<file path="src/hdl/gpc_pkg.sv">
// Operation
// - each pin is switched between input and output at any time by software
// - one write sets or clears only the pins whose mask bits are one
// - one write loads the whole output port at once
// - a pin raises an interrupt on level, rising, falling or both edges
// - eight pin interrupt channels, each on a chosen pin with own output
// - two group interrupts combine conditions of any pin set into one output
// - after reset each pin is input, default function, pull-up enabled
// - per-pin configuration selects gpio or a peripheral through a multiplexer
// - per-pin choice of pull-up, pull-down or repeater holding the last level
// - pseudo open-drain drives low only and releases instead of driving high
// - filtered pins reject about 10 ns glitches; filter is on after reset
// - per-pin hysteresis enable and input inverter toward internal logic
// - analog input mode disables the digital input and output path
package gpc_pkg;
    // -----------------------------------------------------------------
    // register byte offsets
    // -----------------------------------------------------------------
    localparam logic [11:0] GPC_DIR = 12'h000;
    localparam logic [11:0] GPC_OUT = 12'h004;
    localparam logic [11:0] GPC_SET = 12'h008;
    localparam logic [11:0] GPC_CLR = 12'h00C;
    localparam logic [11:0] GPC_PIN = 12'h010;
    localparam logic [11:0] GPC_ISEL = 12'h020;
    localparam logic [11:0] GPC_IENR = 12'h024;
    localparam logic [11:0] GPC_IENF = 12'h028;
    localparam logic [11:0] GPC_IST = 12'h030;
    localparam logic [11:0] GPC_IMSK = 12'h034;
    localparam logic [11:0] GPC_GENA0 = 12'h040;
    localparam logic [11:0] GPC_GPOL0 = 12'h044;
    localparam logic [11:0] GPC_GENA1 = 12'h048;
    localparam logic [11:0] GPC_GPOL1 = 12'h04C;
    localparam logic [11:0] GPC_GCTL = 12'h050;
    localparam logic [11:0] GPC_PSEL = 12'h060;
    localparam logic [11:0] GPC_CFG = 12'h100;
    // -----------------------------------------------------------------
    // pin configuration fields
    // -----------------------------------------------------------------
    localparam int GPC_CFG_W = 11;
    localparam int GPC_F_FUNC = 0;
    localparam int GPC_F_MODE = 3;
    localparam int GPC_F_HYS = 5;
    localparam int GPC_F_INV = 6;
    localparam int GPC_F_DIG = 7;
    localparam int GPC_F_FOFF = 8;
    localparam int GPC_F_OD = 10;
    localparam logic [1:0] GPC_M_NONE = 2'h0;
    localparam logic [1:0] GPC_M_PD = 2'h1;
    localparam logic [1:0] GPC_M_PU = 2'h2;
    localparam logic [1:0] GPC_M_REP = 2'h3;
    localparam logic [10:0] GPC_CFG_RST = 11'h0B0;
    // -----------------------------------------------------------------
    // counts and timing
    // -----------------------------------------------------------------
    localparam int GPC_NCH = 8;
    localparam int GPC_NGRP = 2;
    localparam int GPC_CLK_NS = 50;
    localparam int GPC_GLITCH_NS = 10;
    localparam int GPC_GLITCH_CYC = (GPC_GLITCH_NS + GPC_CLK_NS - 1) / GPC_CLK_NS;
    localparam logic [31:0] GPC_FILT_PINS = 32'h0001_F800;
    localparam logic [31:0] GPC_RST_WORD = 32'h0000_0000;
endpackage : gpc_pkg

</file>
<file path="src/hdl/gpc_port.sv">
// The Wishbone slave port and the register addresses were chosen for this implementation.
`timescale 1ns/1ps
module gpc_port #(
    parameter int NPINS = 32,
    parameter int NFUNC = 4
) (
    input wire logic sys_clk,
    input wire logic rst_n,
    input wire logic wb_cyc_i,
    input wire logic wb_stb_i,
    input wire logic wb_we_i,
    input wire logic [11:0] wb_adr_i,
    input wire logic [3:0] wb_sel_i,
    input wire logic [31:0] wb_dat_i,
    output logic [31:0] wb_dat_o,
    output logic wb_ack_o,
    input wire logic [NPINS-1:0] pad_in,
    output logic [NPINS-1:0] pad_out,
    output logic [NPINS-1:0] pad_oe,
    output logic [NPINS-1:0] pad_pu,
    output logic [NPINS-1:0] pad_pd,
    output logic [NPINS-1:0] pad_hys,
    output logic [NPINS-1:0] pad_analog,
    input wire logic [NPINS*NFUNC-1:0] periph_out,
    input wire logic [NPINS*NFUNC-1:0] periph_oe,
    output logic [NPINS-1:0] periph_in,
    output logic [gpc_pkg::GPC_NCH-1:0] pint_irq,
    output logic [gpc_pkg::GPC_NGRP-1:0] grp_irq,
    output logic irq
);
    localparam int SW = $clog2(NPINS);
    localparam int FW = $clog2(NFUNC);
    localparam int CW = gpc_pkg::GPC_CFG_W;

    logic [NPINS-1:0] dir;
    logic [NPINS-1:0] outv;
    logic [gpc_pkg::GPC_CFG_W-1:0] cfg [NPINS];
    logic [SW-1:0] psel [gpc_pkg::GPC_NCH];
    logic [gpc_pkg::GPC_NCH-1:0] isel, ienr, ienf, cprev;
    logic [9:0] ist, imsk;
    logic [NPINS-1:0] gena [gpc_pkg::GPC_NGRP];
    logic [NPINS-1:0] gpol [gpc_pkg::GPC_NGRP];
    logic [1:0] gand, gprev;
    logic [NPINS-1:0] samp, filt, seen, od_on;
    logic [gpc_pkg::GPC_NCH-1:0] cur, chan_edge;
    logic [31:0] next_rdata;
    logic req, wr;

    function automatic logic [31:0] gpc_mask(input logic [31:0] old, input logic [31:0] d,
                                             input logic [3:0] sel);
        logic [31:0] r;
        r = old;
        for (int b = 0; b < 4; b++) begin
            if (sel[b]) begin
                r[b*8 +: 8] = d[b*8 +: 8];
            end
        end
        return r;
    endfunction : gpc_mask

    function automatic logic [31:0] gpc_pad(input logic [NPINS-1:0] v);
        return 32'(v);
    endfunction : gpc_pad

    // -----------------------------------------------------------------
    // bus slave
    // -----------------------------------------------------------------
    assign req = wb_cyc_i & wb_stb_i;
    assign wr = req & wb_we_i & wb_ack_o;

    always_ff @(posedge sys_clk or negedge rst_n) begin
        if (!rst_n) begin
            wb_ack_o <= 1'h0;
            wb_dat_o <= gpc_pkg::GPC_RST_WORD;
        end else begin
            wb_ack_o <= req & ~wb_ack_o;
            wb_dat_o <= next_rdata;
        end
    end

    always_comb begin
        next_rdata = 32'h0000_0000;
        case (wb_adr_i)
            gpc_pkg::GPC_DIR: next_rdata = gpc_pad(dir);
            gpc_pkg::GPC_OUT: next_rdata = gpc_pad(outv);
            gpc_pkg::GPC_SET: next_rdata = gpc_pad(outv);
            gpc_pkg::GPC_PIN: next_rdata = gpc_pad(seen);
            gpc_pkg::GPC_ISEL: next_rdata = 32'(isel);
            gpc_pkg::GPC_IENR: next_rdata = 32'(ienr);
            gpc_pkg::GPC_IENF: next_rdata = 32'(ienf);
            gpc_pkg::GPC_IST: next_rdata = 32'(ist);
            gpc_pkg::GPC_IMSK: next_rdata = 32'(imsk);
            gpc_pkg::GPC_GENA0: next_rdata = gpc_pad(gena[0]);
            gpc_pkg::GPC_GPOL0: next_rdata = gpc_pad(gpol[0]);
            gpc_pkg::GPC_GENA1: next_rdata = gpc_pad(gena[1]);
            gpc_pkg::GPC_GPOL1: next_rdata = gpc_pad(gpol[1]);
            gpc_pkg::GPC_GCTL: next_rdata = 32'(gand);
            default: begin
                for (int c = 0; c < gpc_pkg::GPC_NCH; c++) begin
                    if (wb_adr_i == gpc_pkg::GPC_PSEL + 12'(4 * c)) begin
                        next_rdata = 32'(psel[c]);
                    end
                end
                for (int p = 0; p < NPINS; p++) begin
                    if (wb_adr_i == gpc_pkg::GPC_CFG + 12'(4 * p)) begin
                        next_rdata = 32'(cfg[p]);
                    end
                end
            end
        endcase
    end

    // -----------------------------------------------------------------
    // port direction and data
    // -----------------------------------------------------------------
    always_ff @(posedge sys_clk or negedge rst_n) begin
        if (!rst_n) begin
            dir <= '0;
            outv <= '0;
        end else if (wr) begin
            if (wb_adr_i == gpc_pkg::GPC_DIR) begin
                dir <= NPINS'(gpc_mask(gpc_pad(dir), wb_dat_i, wb_sel_i));
            end
            if (wb_adr_i == gpc_pkg::GPC_OUT) begin
                outv <= NPINS'(gpc_mask(gpc_pad(outv), wb_dat_i, wb_sel_i));
            end
            if (wb_adr_i == gpc_pkg::GPC_SET) begin
                outv <= outv | NPINS'(gpc_mask(32'h0000_0000, wb_dat_i, wb_sel_i));
            end
            if (wb_adr_i == gpc_pkg::GPC_CLR) begin
                outv <= outv & ~NPINS'(gpc_mask(32'h0000_0000, wb_dat_i, wb_sel_i));
            end
        end
    end

    // -----------------------------------------------------------------
    // pin configuration
    // -----------------------------------------------------------------
    always_ff @(posedge sys_clk or negedge rst_n) begin
        if (!rst_n) begin
            for (int p = 0; p < NPINS; p++) begin
                cfg[p] <= gpc_pkg::GPC_CFG_RST;
            end
        end else if (wr) begin
            for (int p = 0; p < NPINS; p++) begin
                if (wb_adr_i == gpc_pkg::GPC_CFG + 12'(4 * p)) begin
                    cfg[p] <= CW'(gpc_mask(32'(cfg[p]), wb_dat_i, wb_sel_i));
                end
            end
        end
    end

    always_ff @(posedge sys_clk or negedge rst_n) begin
        if (!rst_n) begin
            samp <= '0;
            filt <= '0;
        end else begin
            samp <= pad_in;
            for (int p = 0; p < NPINS; p++) begin
                if (!gpc_pkg::GPC_FILT_PINS[p] || cfg[p][gpc_pkg::GPC_F_FOFF] ||
                    samp[p] == pad_in[p]) begin
                    filt[p] <= pad_in[p];
                end
            end
        end
    end

    always_comb begin
        for (int p = 0; p < NPINS; p++) begin
            logic dig, od, drv, val;
            logic [FW-1:0] fn;
            logic [1:0] md;
            dig = cfg[p][gpc_pkg::GPC_F_DIG];
            od = cfg[p][gpc_pkg::GPC_F_OD];
            fn = cfg[p][gpc_pkg::GPC_F_FUNC +: FW];
            md = cfg[p][gpc_pkg::GPC_F_MODE +: 2];
            drv = (fn == '0) ? dir[p] : periph_oe[p*NFUNC + int'(fn)];
            val = (fn == '0) ? outv[p] : periph_out[p*NFUNC + int'(fn)];
            seen[p] = dig & (filt[p] ^ cfg[p][gpc_pkg::GPC_F_INV]);
            od_on[p] = od;
            pad_oe[p] = dig & drv & ~(od & val);
            pad_out[p] = val & ~od;
            pad_pu[p] = dig & ((md == gpc_pkg::GPC_M_PU) | ((md == gpc_pkg::GPC_M_REP) & filt[p]));
            pad_pd[p] = dig & ((md == gpc_pkg::GPC_M_PD) |
                               ((md == gpc_pkg::GPC_M_REP) & ~filt[p]));
            pad_hys[p] = cfg[p][gpc_pkg::GPC_F_HYS];
            pad_analog[p] = ~dig;
        end
    end

    assign periph_in = seen;

    // -----------------------------------------------------------------
    // pin and group interrupts
    // -----------------------------------------------------------------
    always_ff @(posedge sys_clk or negedge rst_n) begin
        if (!rst_n) begin
            isel <= '0;
            ienr <= '0;
            ienf <= '0;
            imsk <= '0;
            gand <= '0;
            for (int c = 0; c < gpc_pkg::GPC_NCH; c++) begin
                psel[c] <= '0;
            end
            for (int g = 0; g < gpc_pkg::GPC_NGRP; g++) begin
                gena[g] <= '0;
                gpol[g] <= '0;
            end
        end else if (wr) begin
            case (wb_adr_i)
                gpc_pkg::GPC_ISEL: isel <= wb_dat_i[7:0];
                gpc_pkg::GPC_IENR: ienr <= wb_dat_i[7:0];
                gpc_pkg::GPC_IENF: ienf <= wb_dat_i[7:0];
                gpc_pkg::GPC_IMSK: imsk <= wb_dat_i[9:0];
                gpc_pkg::GPC_GCTL: gand <= wb_dat_i[1:0];
                gpc_pkg::GPC_GENA0: gena[0] <= NPINS'(wb_dat_i);
                gpc_pkg::GPC_GPOL0: gpol[0] <= NPINS'(wb_dat_i);
                gpc_pkg::GPC_GENA1: gena[1] <= NPINS'(wb_dat_i);
                gpc_pkg::GPC_GPOL1: gpol[1] <= NPINS'(wb_dat_i);
                default: begin
                    for (int c = 0; c < gpc_pkg::GPC_NCH; c++) begin
                        if (wb_adr_i == gpc_pkg::GPC_PSEL + 12'(4 * c)) begin
                            psel[c] <= wb_dat_i[SW-1:0];
                        end
                    end
                end
            endcase
        end
    end

    always_comb begin
        for (int c = 0; c < gpc_pkg::GPC_NCH; c++) begin
            cur[c] = seen[psel[c]];
        end
    end

    assign chan_edge = (ienr & cur & ~cprev) | (ienf & ~cur & cprev);

    always_comb begin
        for (int g = 0; g < gpc_pkg::GPC_NGRP; g++) begin
            logic [NPINS-1:0] hit;
            hit = gena[g] & ~(seen ^ gpol[g]);
            grp_irq[g] = gand[g] ? ((|gena[g]) & (hit == gena[g])) : (|hit);
        end
    end

    always_ff @(posedge sys_clk or negedge rst_n) begin
        if (!rst_n) begin
            cprev <= '0;
            gprev <= '0;
            ist <= '0;
        end else begin
            cprev <= cur;
            gprev <= grp_irq;
            for (int c = 0; c < gpc_pkg::GPC_NCH; c++) begin
                if (isel[c]) begin
                    ist[c] <= ienr[c] & (cur[c] == ienf[c]);
                end else if (chan_edge[c]) begin
                    ist[c] <= 1'h1;
                end else if (wr && wb_adr_i == gpc_pkg::GPC_IST && wb_dat_i[c]) begin
                    ist[c] <= 1'h0;
                end
            end
            for (int g = 0; g < gpc_pkg::GPC_NGRP; g++) begin
                if (grp_irq[g] & ~gprev[g]) begin
                    ist[8 + g] <= 1'h1;
                end else if (wr && wb_adr_i == gpc_pkg::GPC_IST && wb_dat_i[8 + g]) begin
                    ist[8 + g] <= 1'h0;
                end
            end
        end
    end

    assign pint_irq = ist[7:0];
    assign irq = |(ist & imsk);
endmodule : gpc_port

</file>
<file path="config.mk">
export PLATFORM = sky130hd
export DESIGN_NAME = gpc_port
export DESIGN_NICKNAME = d
export VERILOG_FILES = /design/src/hdl/gpc_pkg.sv /design/src/hdl/gpc_port.sv
export SDC_FILE = /design/constraint.sdc
export NUM_CORES = 2
export LEC_CHECK = 0
export BUFFER_PORTS_ARGS = -buffer_cell sky130_fd_sc_hd__buf_2
export CAP_MARGIN = 20
export CORE_UTILIZATION = 40
export CTS_CLUSTER_SIZE = 30
export DETAILED_ROUTE_END_ITERATION = 10
export SLEW_MARGIN = 20
export SYNTH_ARGS = -nofsm -noshare
export SYNTH_HDL_FRONTEND = slang
export SYNTH_SLANG_ARGS = --single-unit
</file>
<file path="constraint.sdc">
create_clock -name sys_clk -period 3 [get_ports sys_clk]
set_clock_uncertainty 0.05 [all_clocks]
set_input_delay 0.3 -clock sys_clk [delete_from_list [all_inputs] [get_ports sys_clk]]
set_output_delay 0.3 -clock sys_clk [all_outputs]
set_load 0.02 [all_outputs]
</file>
# [Word-level counts from Yosys, hierarchy flattened]
# Index checks and enable logic that the tools add are counted.
[totals] register_bits=722 latch_bits=0 mem_bits_rw=0 rom_bits=0 input_bits=341 out_inout_bits=268 word_cells=1426 n_memories=0
[op_classes] add_sub_neg=31 mul=0 div=0 n_lt_le_gt_ge=40 eq_ne=166 shift=0 n_mux=368 n_bitwise=549 n_reduce_logical=161
[ops] op="$mux W32" count=42
[ops] op="$bmux W1 S7" count=62
[ops] op="$pmux W32 S13" count=1
[ops] op="$eq A12 B9 Y1 const B" count=32
[ops] op="$and A1 B1 Y1" count=304
[ops] op="$reduce_and A3 Y1" count=80
[ops] op="$mux W1" count=228
[ops] op="$mux W8" count=24
[ops] op="$eq A12 B7 Y1 const B" count=13
[ops] op="$not A1 Y1" count=132
[ops] op="$add A7 B2 Y8 const A" count=16
[ops] op="$eq A2 B2 Y1 const B" count=64
[ops] op="$lt A8 B8 Y1 const B" count=16
[ops] op="$reduce_or A32 Y1" count=4
[ops] op="$and A32 B32 Y32" count=3
[ops] op="$not A32 Y32" count=3
[ops] op="$eq A2 B1 Y1 const B" count=32
[ops] op="$eq A32 B32 Y1" count=2
[ops] op="$logic_not A2 Y1" count=32
[ops] op="$lt A7 B8 Y1 const B" count=8
[ops] op="$or A1 B1 Y1" count=64
[ops] op="$xor A32 B32 Y32" count=2
[ops] op="$eq A12 B6 Y1 const B" count=5
[ops] op="$add A6 B2 Y7 const A" count=8
[ops] op="other kinds (30)" count=138

# [Logic depth before layout (Yosys ltp)]
[logic_depth] word_depth=42 ltp_mapped=13 ltp_nobuf=12

# [Worst setup path after synthesis]
# Ideal clock, no wire load.
[synth_path] path_type="reg2reg" startpoint="register cfg[106] (netlist name)" endpoint="register ist[2]" setup_time_ns=0.118 arrival_time_ns=2.869 t_required_ns=2.832 path_slack_ns=-0.037 path_stages_with_launch=13 n_path_buf=1 synth_period_minus_slack_ns=3.037 path_cell_list="dfstp_2 > inv_1 > nor2_1 > buf_2 > inv_1 > mux4_2 > mux4_2 > o221ai_2 > inv_1 > ha_1 > nand3_1 > o21ai_0 > a21o_1"
[synth_between] elab_chain_cells=9 word_cells_on_any_way=14 cone_classes="eq/ne: 1; mux: 4; bitwise: 8; reduce/logical: 1"
[synth_lines] element="start, declared" line="gpc_port.sv:37" source="logic [gpc_pkg::GPC_CFG_W-1:0] cfg [NPINS];"
[synth_lines] element="start signal, assigned by index" line="gpc_port.sv:142" source="cfg[p] <= gpc_pkg::GPC_CFG_RST;"
[synth_lines] element="start signal, assigned by index" line="gpc_port.sv:147" source="cfg[p] <= CW'(gpc_mask(32'(cfg[p]), wb_dat_i, wb_sel_i));"
[synth_lines] element="$and A1 B1 Y1 *" line="gpc_port.sv:179" source="seen[p] = dig & (filt[p] ^ cfg[p][gpc_pkg::GPC_F_INV]);"
[synth_lines] element="named net periph_in[22]" line="gpc_port.sv:26" source="output logic [NPINS-1:0] periph_in,"
[synth_lines] element="$bmux W1 S5 *" line="gpc_port.sv:234" source="cur[c] = seen[psel[c]];"
[synth_lines] element="$mux W1 (implied by the code) *" line="gpc_port.sv:234"
[synth_lines] element="named net cur (one bit)" line="gpc_port.sv:45" source="logic [gpc_pkg::GPC_NCH-1:0] cur, chan_edge;"
[synth_lines] element="$not A8 Y8" line="gpc_port.sv:238" source="assign chan_edge = (ienr & cur & ~cprev) | (ienf & ~cur & cprev);"
[synth_lines] element="$and A8 B8 Y8 (2 in a row)" line="gpc_port.sv:238"
[synth_lines] element="$or A8 B8 Y8" line="gpc_port.sv:238"
[synth_lines] element="$mux W1" line="gpc_port.sv:259" source="end else if (chan_edge[c]) begin"
[synth_lines] element="$mux W1" line="gpc_port.sv:257" source="if (isel[c]) begin"
[synth_lines] element="end signal, assigned by index" line="gpc_port.sv:258" source="ist[c] <= ienr[c] & (cur[c] == ienf[c]);"
[synth_lines] element="end, declared" line="gpc_port.sv:40" source="logic [9:0] ist, imsk;"
# Mark *: on every way through the listed nets, which the timed path passes. The rest lies on a longest branch. The select of a mux whose other input is x is not followed.
# A chain may end at the register's enable or synchronous reset.

# [Final worst setup path]
[layout_path] startpoint="register filt[13]" endpoint="output grp_irq[0] (netlist name)"
[layout_between] elab_chain_cells=8 word_cells_on_any_way=9 cone_classes="eq/ne: 1; mux: 1; bitwise: 6; reduce/logical: 1"
[layout_lines] element="start, declared" line="gpc_port.sv:44" source="logic [NPINS-1:0] samp, filt, seen, od_on;"
[layout_lines] element="start signal, assigned by index" line="gpc_port.sv:162" source="filt[p] <= pad_in[p];"
[layout_lines] element="$xor A1 B1 Y1 *" line="gpc_port.sv:179"
[layout_lines] element="$and A1 B1 Y1 *" line="gpc_port.sv:179"
[layout_lines] element="$xor A32 B32 Y32 *" line="gpc_port.sv:243" source="hit = gena[g] & ~(seen ^ gpol[g]);"
[layout_lines] element="$not A32 Y32 *" line="gpc_port.sv:243"
[layout_lines] element="$and A32 B32 Y32 *" line="gpc_port.sv:243"
[layout_lines] element="$eq A32 B32 Y1" line="gpc_port.sv:244" source="grp_irq[g] = gand[g] ? ((|gena[g]) & (hit == gena[g])) : (|hit);"
[layout_lines] element="$and A1 B1 Y1" line="gpc_port.sv:244"
[layout_lines] element="$mux W1 *" line="gpc_port.sv:244"
[layout_lines] element="end, declared" line="gpc_port.sv:28" source="output logic [gpc_pkg::GPC_NGRP-1:0] grp_irq,"
# Every way passes the cells marked *; elsewhere a longest branch is shown, timed or not.

==> impl_metrics.json <==
{
  "synth_cell_type_count": 99,
  "vias": 39300,
  "synthCells": 3806,
  "fin_crit_ps": 3510,
  "synth_top_family_by_area": "multiplexers",
  "port_buffers": 544,
  "grt_overflow": 0,
  "antenna_found_initial": 22,
  "htreeDepth": 3,
  "synth-simple-area-share": 0.118,
  "outcome": "finished, violations left",
  "cts_sinks": 711,
  "yosys.area_share.adder": 0.00247,
  "grt_max_degree": 71,
  "hpwl_um": 161000,
  "ioPinCount": 609,
  "grt_pass1_vias": 37700,
  "dieArea_sq_mm": 0.102,
  "wl_per_cell_um": 32.6,
  "slew_headroom": 0.292,
  "placed_area_sq_mm": 0.0496,
  "syn_area_per_cell_sq_um": 10.6,
  "synth_ff_type": "dfrtp_1",
  "drt_wl_total_um": 204000,
  "critPathArrivalTime_ps": 3160,
  "synth_edf_count": 0,
  "finalSetupTns_ps": -1040,
  "synth_compound_area_frac": 0.149,
  "clockRootBuffer": "clkbuf_16",
  "grt_first_pass_wirelength_um": 286000,
  "place.gp.congestion": 1.04,
  "dpl.cell_count": 6037,
  "numCtsBuffers": 82,
  "firstDrtPassIters": 8,
  "fmax_mhz": 285,
  "vias_per_cell": 6.28,
  "min_path_cells": 3,
  "synth_mux_area_frac": 0.220,
  "report.final.slew_viol_count": 0,
  "path_class": "reg -> out",
  "tritoncts": "yes",
  "max-clock-path-buffers": 3,
  "max_cap_viol_count": 0,
  "clk-insertion-delay-late_ps": 680,
  "finalHoldViolations": 0,
  "synth_seq_cells": 711,
  "cp.required_ps": 2650,
  "final_common_cell": "dfrtp_1",
  "grt_usage": 0.392,
  "violations": "setup timing",
  "die_y_um": 320,
  "drc": 0,
  "die_width_um": 320,
  "start_util": 0.404,
  "reg2reg_depth": 15,
  "ir_drop_v": 0.000415,
  "syn-num-nets": 4155,
  "drtIter0Drc": 5025,
  "worst_slew_pin_slew_ps": 1060,
  "synthXorXnorAreaFrac": 0.0184,
  "grt_setup_unrepaired": "true",
  "final_cell_mix": "dfrtp_1 (613), buf_4 (611), mux2_2 (556)",
  "synth_area_sq_mm": 0.0405,
  "fin_crit_sh": 1.17,
  "clk_pin_slew_ps": 60,
  "drive_gt1_frac": 0.463,
  "hold_path_class": "in -> reg",
  "end_kind": "output pin",
  "area_growth_pct": 32.5,
  "seq_area_frac_synth": 0.442,
  "postSynth.asyncResetShare": 1.00,
  "power_density_mw_per_mm2": 422,
  "path_max_fanout": 2,
  "rows": 116,
  "fin_cells": 6261,
  "worst_slack_ps": -511,
  "pre_cts_slack_ps": -455,
  "core_sq_mm": 0.100,
  "ys.warnings.count": 0,
  "p_leak_nw": 25.5,
  "nNetsFinal": 5241,
  "fin_area_sq_mm": 0.0536,
  "start_kind": "register",
  "setup_violations": 4,
  "antenna_left": 0
}
## metal layers
| layer | vias up | wire length, um | global-route usage |
|---|---|---|---|
| met3 | 480 | 20400 | 0.0892 |
| met1 | 20000 | 81900 | 0.531 |
| met2 | 2438 | 90800 | 0.596 |
| li1 | 16300 | - | - |
| met4 | 22 | 10600 | 0.177 |
| met5 | - | 149 | 0 |
## synthesized netlist by cell type (25+ instances only)
master     count  area share
a2111oi_0     25      0.0054
dfrtp_1      615        0.38
mux2i_1       28      0.0069
mux2_2       556        0.15
nor2_2        28      0.0043
nor2_1       182       0.017
xor2_1        40      0.0087
a22oi_1      112       0.021
mux4_2       105       0.058
a221oi_1      26      0.0056
buf_4         44      0.0082
o22ai_1       58      0.0090
a222oi_1      30      0.0074
clkbuf_1     144       0.013
nand2_1      380       0.035
buf_1         30      0.0028
o21ai_0      173       0.021
buf_2         69      0.0085
a21oi_1      210       0.026
dfstp_2       96       0.062
nor2b_1       34      0.0053
nand4_1       43      0.0066
a211oi_1      27      0.0050
nor3_1        29      0.0036
o2111ai_1     44      0.0095
nand3_1       99       0.012
xnor2_1       45      0.0097
inv_1        166       0.015
## where the power goes
| part | switching, W | internal, W |
|---|---|---|
| registers | 0.0000374 | 0.00963 |
| logic | 0.00124 | 0.000755 |
| clock network | 0.00447 | 0.00651 |
## worst max-delay path: stages, from the launching register on
cell and delay [ps]:
dfrtp_1 410, xor2_2 200, nand2_2 210, xnor2_1 220
a222oi_1 410, nand4_1 160, or4_4 530, o2bb2ai_4 160
inv_2 80, buf_6 110
## final cells by class
type                       instances  area [sq um]
antenna                            5          12.5
sequential                       711         17900
clock buffer                     104          2230
inverter                         171           644
fill                            8976         46500
tap                             1298          1620
multi-input combinational       2632         21100
timing repair buffer            1294          9480
clock inverter                    46           673
## worst paths after layout
path,startpoint,endpoint,slack (ps)
setup reg to reg,cfg[138],ist[5],-10
min in group asynchronous,rst_n,cfg[264],160
setup / recovery,filt[13],grp_irq[0],-510
hold reg to reg,gprev[1],ist[9],400
hold / removal,wb_sel_i[1],outv[14],30
max in group asynchronous,rst_n,cfg[73],1700
## flip-flops by register name, indices dropped and copies added, names as in the netlist
signal,cells
imsk,10
psel,40
isel,8
ist,10
gprev,2
dir,32
gand,2
ienr,8
pad_hys,32
ienf,8
cfg,320
wb_ack_o,1
cprev,8
gena,64
samp,17
gpol,64
filt,21
wb_dat_o,32
outv,32
## what timing repair did
| action | 4_1_cts | 5_1_grt |
|---|---|---|
| setup endpoints to repair | 7 | 9 |
| buffers inserted | 10 | 4 |
| resized for setup | 72 | 43 |
| pin swaps | 31 | 21 |
| hold buffers | 56 | 0 |
| hold endpoints to repair | 176 | 0 |
## per-stage QoR
stage	power [W]	hold slack, ps	utilization
6_report	0.0227	27.6	0.536
5_1_grt	0.0231	55.1	0.536
4_1_cts	0.0226	10.1	0.533
3_5_place_dp	0.0117	340	0.495
3_3_place_gp	0.0117	346	0.495
2_1_floorplan	0.0104	-45.6	-
## cell families (layout without fill, tap and decap cells)
family | count (synthesis) | after routing
DFF | 711 | 711
xor gates and xnor gates | 85 | 85
adders and majority gates | 8 | 8
and+or+nand+nor | 961 | 961
buffers and inverters | 463 | 1615
muxes | 690 | 690
AOI/OAI and AO/OA | 888 | 888
other | 0 | 5
Power figures use the tool's default switching activity.
